**src/rtl/sbp_regs.vh**
```
`ifndef SBP_REGS_VH
`define SBP_REGS_VH
// Address width of the fetch path.
`define SBP_ADDR_W 32
// Branch type encodings from decode.
`define SBP_TYPE_W 2
`define SBP_TYPE_NONE 2'h0
`define SBP_TYPE_UNCOND 2'h1
`define SBP_TYPE_INDIRECT 2'h2
`define SBP_TYPE_COND 2'h3
// Prediction source encodings.
`define SBP_SRC_W 2
`define SBP_SRC_NONE 2'h0
`define SBP_SRC_STATIC 2'h1
`define SBP_SRC_DYNAMIC 2'h2
`define SBP_SRC_DEFAULT 2'h3
// Polling-loop guard window in cycles after a spin-wait hint.
`define SBP_SPIN_HOLD 8'h10
// Width and end points of the polling-window counter.
`define SBP_SPIN_W 8
`define SBP_SPIN_ZERO 8'h00
`define SBP_SPIN_ONE 8'h01
`endif

```
**src/rtl/sbp_dir.v**
```verilog
`timescale 1ns/1ps
// Combinational static direction heuristic for one branch.
module sbp_dir (
  // Branch description
  input wire [1:0] type_in,
  input wire backward_in,
  // Result
  output reg taken_out
);
`include "sbp_regs.vh"
  // Direction from branch type and displacement sign.
  always @* begin
    taken_out = 1'b0;
    case (type_in)
      `SBP_TYPE_UNCOND: taken_out = 1'b1;
      `SBP_TYPE_INDIRECT: taken_out = 1'b0;
      `SBP_TYPE_COND: taken_out = backward_in;
      default: taken_out = 1'b0;
    endcase
  end
endmodule

```
**src/rtl/sbp_static_branch_predictor.v**
```verilog
`timescale 1ns/1ps
`include "sbp_regs.vh"
module sbp_static_branch_predictor #(
  parameter STATIC_EN = 1
) (
  // Clock and reset
  input wire core_clk_in,
  input wire rst_in,
  // Decoded branch from fetch/decode
  input wire valid_in,
  input wire [`SBP_TYPE_W-1:0] type_in,
  input wire [`SBP_ADDR_W-1:0] pc_in,
  input wire [`SBP_ADDR_W-1:0] target_in,
  input wire [`SBP_ADDR_W-1:0] next_pc_in,
  input wire spin_hint_in,
  // Branch target buffer lookup
  input wire btb_hit_in,
  input wire btb_taken_in,
  input wire [`SBP_ADDR_W-1:0] btb_target_in,
  // Branch resolution from execute
  input wire resolve_valid_in,
  input wire [`SBP_TYPE_W-1:0] resolve_type_in,
  input wire resolve_taken_in,
  input wire resolve_hit_in,
  // Prediction to fetch
  output reg pred_valid_out,
  output reg pred_taken_out,
  output reg [`SBP_ADDR_W-1:0] pred_pc_out,
  output reg [1:0] pred_src_out,
  // Buffer allocation request
  output wire alloc_out,
  // Spin-wait hint handling
  output reg nop_issue_out,
  output reg poll_loop_out
);
  // Decode helpers for the branch in flight.
  wire is_branch;
  wire backward;
  wire heur_taken;
  wire hint_seen;
  wire pred_fire;
  // Direction and source chosen for this cycle.
  reg dyn_taken;
  reg static_taken;
  reg taken_d;
  reg [`SBP_SRC_W-1:0] src_d;
  reg [`SBP_ADDR_W-1:0] pc_d;
  // Next values of the registered prediction outputs.
  reg pred_valid_d;
  reg pred_taken_d;
  reg [`SBP_ADDR_W-1:0] pred_pc_d;
  reg [`SBP_SRC_W-1:0] pred_src_d;
  // Polling-window counter and the next values of the hint outputs.
  reg [`SBP_SPIN_W-1:0] spin_cnt_q;
  reg [`SBP_SPIN_W-1:0] spin_cnt_d;
  reg nop_issue_d;
  reg poll_loop_d;
  // Allocation qualifiers from the resolution port.
  wire resolve_is_branch;
  wire resolve_is_new;

  // A slot carries a branch when decode marks it valid and gives it a type.
  // A slot typed as no branch never raises a prediction.
  assign is_branch = (type_in != `SBP_TYPE_NONE);
  assign pred_fire = valid_in && is_branch;

  // Backward means the target lies strictly below the branch.
  // An equal address counts as forward, so a conditional branch to it falls through.
  assign backward = (target_in < pc_in);

  // A spin-wait hint only counts in a valid decode slot.
  assign hint_seen = valid_in && spin_hint_in;

  // Static direction from branch type and displacement sign.
  sbp_dir sbp_dir_inst (
    .type_in(type_in),
    .backward_in(backward),
    .taken_out(heur_taken)
  );

  // Dynamic direction, used whenever the buffer holds the branch.
  // A miss leaves it low so that it can never leak into the static path.
  always @* begin
    dyn_taken = 1'b0;
    if (btb_hit_in) begin
      dyn_taken = btb_taken_in;
    end
  end

  // Static direction, forced to fall-through in a build without the heuristic.
  // Such a build trades first-pass loop accuracy for less logic.
  always @* begin
    static_taken = 1'b0;
    if (STATIC_EN != 0) begin
      static_taken = heur_taken;
    end else begin
      static_taken = 1'b0;
    end
  end

  // Select the direction and name its source; the buffer always wins.
  // The static heuristic is only consulted on a buffer miss.
  always @* begin
    taken_d = 1'b0;
    src_d = `SBP_SRC_NONE;
    if (btb_hit_in) begin
      taken_d = dyn_taken;
      src_d = `SBP_SRC_DYNAMIC;
    end else if (STATIC_EN != 0) begin
      taken_d = static_taken;
      src_d = `SBP_SRC_STATIC;
    end else begin
      taken_d = static_taken;
      src_d = `SBP_SRC_DEFAULT;
    end
  end

  // Next fetch address: buffer target, decoded target or fall-through.
  // A not-taken buffer hit still fetches sequentially.
  always @* begin
    pc_d = next_pc_in;
    if (btb_hit_in && btb_taken_in) begin
      pc_d = btb_target_in;
    end else if (!btb_hit_in && taken_d) begin
      pc_d = target_in;
    end else begin
      pc_d = next_pc_in;
    end
  end

  // Gate the prediction so that a slot without a branch shows nothing.
  // The address is passed through; fetch ignores it without the valid flag.
  always @* begin
    pred_valid_d = pred_fire;
    pred_taken_d = 1'b0;
    pred_pc_d = pc_d;
    pred_src_d = `SBP_SRC_NONE;
    if (pred_fire) begin
      pred_taken_d = taken_d;
      pred_src_d = src_d;
    end
  end

  // Register the prediction toward fetch; each value stands for one cycle.
  // Back-to-back branches simply overwrite the previous prediction.
  always @(posedge core_clk_in or posedge rst_in) begin
    if (rst_in) begin
      pred_valid_out <= 1'b0;
      pred_taken_out <= 1'b0;
      pred_pc_out <= {`SBP_ADDR_W{1'b0}};
      pred_src_out <= `SBP_SRC_NONE;
    end else begin
      pred_valid_out <= pred_valid_d;
      pred_taken_out <= pred_taken_d;
      pred_pc_out <= pred_pc_d;
      pred_src_out <= pred_src_d;
    end
  end

  // Resolution of a real branch that the buffer did not hold yet.
  // A branch already in the buffer never asks for a second entry.
  assign resolve_is_branch = (resolve_type_in != `SBP_TYPE_NONE);
  assign resolve_is_new = resolve_valid_in && !resolve_hit_in && resolve_is_branch;

  // Only a branch seen taken earns an entry, so never-taken conditionals cost none.
  // The request is combinational so the buffer can write in the resolving cycle.
  assign alloc_out = resolve_is_new && resolve_taken_in;

  // The hint changes no architectural state; it reports that it retired and opens the polling window.
  // Apart from the polling-window counter and the two hint output registers, no register, flag or memory path is touched by it in this block.
  always @* begin
    nop_issue_d = hint_seen;
  end

  // Reload the window on each hint and count it down otherwise.
  // The window stays open through the reload value of cycles after the last hint.
  always @* begin
    spin_cnt_d = spin_cnt_q;
    poll_loop_d = 1'b0;
    if (hint_seen) begin
      spin_cnt_d = `SBP_SPIN_HOLD;
      poll_loop_d = 1'b1;
    end else if (spin_cnt_q != `SBP_SPIN_ZERO) begin
      spin_cnt_d = spin_cnt_q - `SBP_SPIN_ONE;
      poll_loop_d = (spin_cnt_q != `SBP_SPIN_ONE);
    end else begin
      spin_cnt_d = `SBP_SPIN_ZERO;
      poll_loop_d = 1'b0;
    end
  end

  // Hint outputs; the window lets the loop exit without an ordering flush.
  // Reset closes the window so a stale loop is never assumed.
  always @(posedge core_clk_in or posedge rst_in) begin
    if (rst_in) begin
      nop_issue_out <= 1'b0;
      spin_cnt_q <= `SBP_SPIN_ZERO;
      poll_loop_out <= 1'b0;
    end else begin
      nop_issue_out <= nop_issue_d;
      spin_cnt_q <= spin_cnt_d;
      poll_loop_out <= poll_loop_d;
    end
  end
endmodule

```
**config.mk**
```make
export PLATFORM = sky130hd
export DESIGN_NAME = sbp_static_branch_predictor
export DESIGN_NICKNAME = d
export VERILOG_FILES = /design/src/rtl/sbp_dir.v /design/src/rtl/sbp_static_branch_predictor.v
export VERILOG_INCLUDE_DIRS = /design/src /design/src/rtl
export SDC_FILE = /design/constraint.sdc
export NUM_CORES = 1
export LEC_CHECK = 0
export ABC_AREA = 1
export BUFFER_PORTS_ARGS = -buffer_cell sky130_fd_sc_hd__buf_2
export CELL_PAD_IN_SITES_DETAIL_PLACEMENT = 0
export CELL_PAD_IN_SITES_GLOBAL_PLACEMENT = 1
export CORE_UTILIZATION = 30
export DETAILED_ROUTE_END_ITERATION = 8
export GPL_TIMING_DRIVEN = 0
export PLACE_DENSITY = 0.82
export SYNTH_ARGS = -nofsm -noshare
export SYNTH_HDL_FRONTEND = slang
export SYNTH_SLANG_ARGS = --single-unit
```
**constraint.sdc**
```tcl
create_clock -name core_clk_in -period 1.32 [get_ports core_clk_in]
set_clock_uncertainty 0.15 [all_clocks]
set_input_delay 0.198 -clock core_clk_in [delete_from_list [all_inputs] [get_ports core_clk_in]]
set_output_delay 0.198 -clock core_clk_in [all_outputs]
set_load 0.01 [all_outputs]
```
==> impl_metrics.json <==
{
  "status": "finished, violations left",
  "violations": "hold timing, setup timing",
  "holdWs_ns": -0.00948,
  "finalWeightedCongestion": 0.758,
  "grt_pass1_wl_um": 17700,
  "fp.dieH_um": 114,
  "cp_max_fo": 5,
  "syn_area_um2": 3730,
  "avgSynthCellArea_um2": 7.96,
  "total_power_mw": 5.72,
  "via_per_inst": 4.28,
  "start_util": 0.310,
  "cp-start-kind": "primary input",
  "worstPathArrival_ns": 1.94,
  "cts.clk_slew.worst_paths_ns": 0.07,
  "layout-drive-gt1-share": 0.524,
  "fin_ws_ns": -0.547,
  "place_inst": 816,
  "fin_cells": 876,
  "maxSlewViolCount": 0,
  "port_buffers": 179,
  "chipWidth_um": 114,
  "wl_per_cell_um": 12.7,
  "synth_cells": 469,
  "period_minus_slack_ns": 1.87,
  "grt_max_degree": 47,
  "grt_antenna_before_repair": 1,
  "synth.most_common_cell": "inv_1",
  "drt_iter0_drc": 86,
  "required_ns": 1.40,
  "p_leak_nw": 3.42,
  "num_vias": 3748,
  "track_usage": 0.173,
  "timing.fmax_mhz": 536,
  "cts_root_buf": "clkbuf_16",
  "period_share": 1.41,
  "postRouteAntennaNets": 0,
  "path_class": "in2reg",
  "core-area_um2": 12100,
  "worstReg2RegStart": "spin_cnt_q[3]",
  "synth_edf_count": 0,
  "routed_wl_um": 11100,
  "cpMaxStageDelayCell": "nor2_2",
  "synth_seq_cells": 46,
  "postSynth.asyncResetShare": 1.00,
  "dp_hpwl_um": 8160,
  "nets": 882,
  "worstSetupEndpointType": "register",
  "drc": 0,
  "yosys.area.top_type": "dfrtp_1",
  "cp_cell_sequence": "buf_6 > inv_4 > ha_4 > a21oi_2 > o21ai_1 > nand2_1 > o211ai_1 > nor2_2 > nand2_2 > nand2_4 > nand2_8 > buf_12 > buf_16 > nand2_4 > nand3_2 > nand2_1",
  "clkLatencyLatePin_ns": 0.28,
  "power_density_nw_per_um2": 923,
  "cts_buffers": 5,
  "synth_nets": 644,
  "yosysSeqAreaShare": 0.308,
  "synthFlopType": "dfrtp_1",
  "relSlewSlack": 0.311,
  "yosysUniqueCellTypes": 29,
  "synth_top_area_share": 0.308,
  "boundaryPins": 180,
  "worst_pin_slew_ns": 1.03,
  "rows": 40,
  "cts_num_sinks": 46,
  "hold_viol_final": 21,
  "slowest_delay_ns": 0.22,
  "synthTopCellsByCount": "112 x inv_1, 99 x nand2_1, 46 x dfrtp_1",
  "insertedDiodeCount": 0,
  "peakVddDrop_mv": 0.451,
  "die_area_um2": 12900,
  "maxCapViolCount": 0,
  "setup-violations-final": 40,
  "clockBufferDepth": 2,
  "grt_overflow": 0,
  "syn_to_final_growth_pct": 66.1,
  "yosysWarnings": 0,
  "h-tree-depth": 2,
  "rsz0062_at_grt": "yes",
  "cts_tree": "yes",
  "dr.pass1.iters": 4,
  "startpoint": "pc_in[25]",
  "min_path_type": "in2async",
  "n_fill_cell": 1167,
  "grt_pass1_vias": 3770,
  "yosys-top-cells-area": "dfrtp_1 31%, ha_1 11%, inv_1 11%"
}
[kinds of logic after synthesis]
kind of cell             Yosys count  share of synthesized area
AND/OR/NAND/NOR                  231                      0.376
adder cells (fa/ha/maj)           34                      0.114
buffers and inverters            128                      0.153
flip-flops                        46                      0.308
XOR/XNOR                           6                     0.0141
AO/OA/AOI/OAI                     24                     0.0352
[metrics by stage]
step | instance area [µm²] | util | setup WS, ns | TNS [ns] | hold slack [ns]
floorplan | 3940 | - | -0.409 | -12.72 | 0.0649
global placement | 5040 | 0.418 | -0.921 | -29.66 | 0.249
detailed placement | 5040 | 0.418 | -0.936 | -30.63 | 0.255
CTS | 6030 | 0.500 | -0.532 | -16.72 | 0.0326
global route | 6200 | 0.514 | -0.662 | -21.88 | 0.0578
finish | 6200 | 0.514 | -0.547 | -17.43 | -0.00948
[registers in the layout, indices dropped and copies added (netlist names)]
name,count
pred_valid_out,1
pred_src_out,2
pred_pc_out,32
pred_taken_out,1
spin_cnt_q,8
poll_loop_out,1
nop_issue_out,1
[worst max-delay path: cells and delay by family]
family                     cells  cell delay (ns)
AOI/OAI and AO/OA              3             0.36
buffers and inverters          4             0.43
and+or+nand+nor                8             0.77
adders and majority gates      1             0.20
[what timing repair did]
item,in CTS,in global routing
hold buffers,32,0
setup endpoints to repair,42,42
cloned,4,1
pin swaps,19,23
buffers inserted,13,4
hold endpoints to repair,32,0
gates resized for setup,61,30
[layout by cell type, fill, tap and decap left out, types with 3 or more instances in the layout]
cell	n
nor2_2	8
inv_2	17
nand3_1	19
clkbuf_8	4
clkbuf_16	6
a21oi_2	5
nand2_1	89
xnor2_1	3
nor3_2	4
ha_1	16
nor2_1	7
xor2_1	3
ha_4	17
o21ai_1	4
a21oi_1	11
inv_4	3
buf_16	3
buf_4	10
dlygate4sd3_1	32
buf_12	6
nand3_2	44
buf_2	168
nand2_4	33
clkbuf_1	6
nand2_2	10
inv_1	90
buf_8	5
dfrtp_1	46
buf_6	12
nand3_4	3
nand4_1	5
[where the power goes]
part,switching (mW),total (mW),internal [mW]
registers,0.161,1.80,1.64
clock network,0.544,1.68,1.14
logic,1.13,2.24,1.11
total,1.83,5.72,3.89
[per-layer routing]
metal  track usage  wire, µm
met2         0.312      5460
met1         0.219      4940
met3        0.0250       572
met5             0         0
met4        0.0360       146
[layout make-up]
cell class,instances,area (µm²),area share
inverters,113,453,0.0730
flip-flops and latches,46,1150,0.186
clock buffers,6,139,0.0224
plain buffers,15,165,0.0266
clock inverters,2,60.1,0.00969
multi-input cells,295,2450,0.395
well taps,168,210,0.0339
repair buffers,231,1570,0.254
[final timing paths]
check	to	cells past startpoint	slack [ns]
worst max-delay path	pred_pc_out[27]	16	-0.55
worst min-delay path	pred_pc_out[9]	2	-0.009
worst max register to register	spin_cnt_q[6]	6	-0.06
worst min register to register	spin_cnt_q[0]	2	0.38
max in group asynchronous	pred_pc_out[14]	2	0.48
min in group core_clk_in	pred_src_out[0]	2	0.04
No activity file was read; power rests on OpenSTA's default activity.
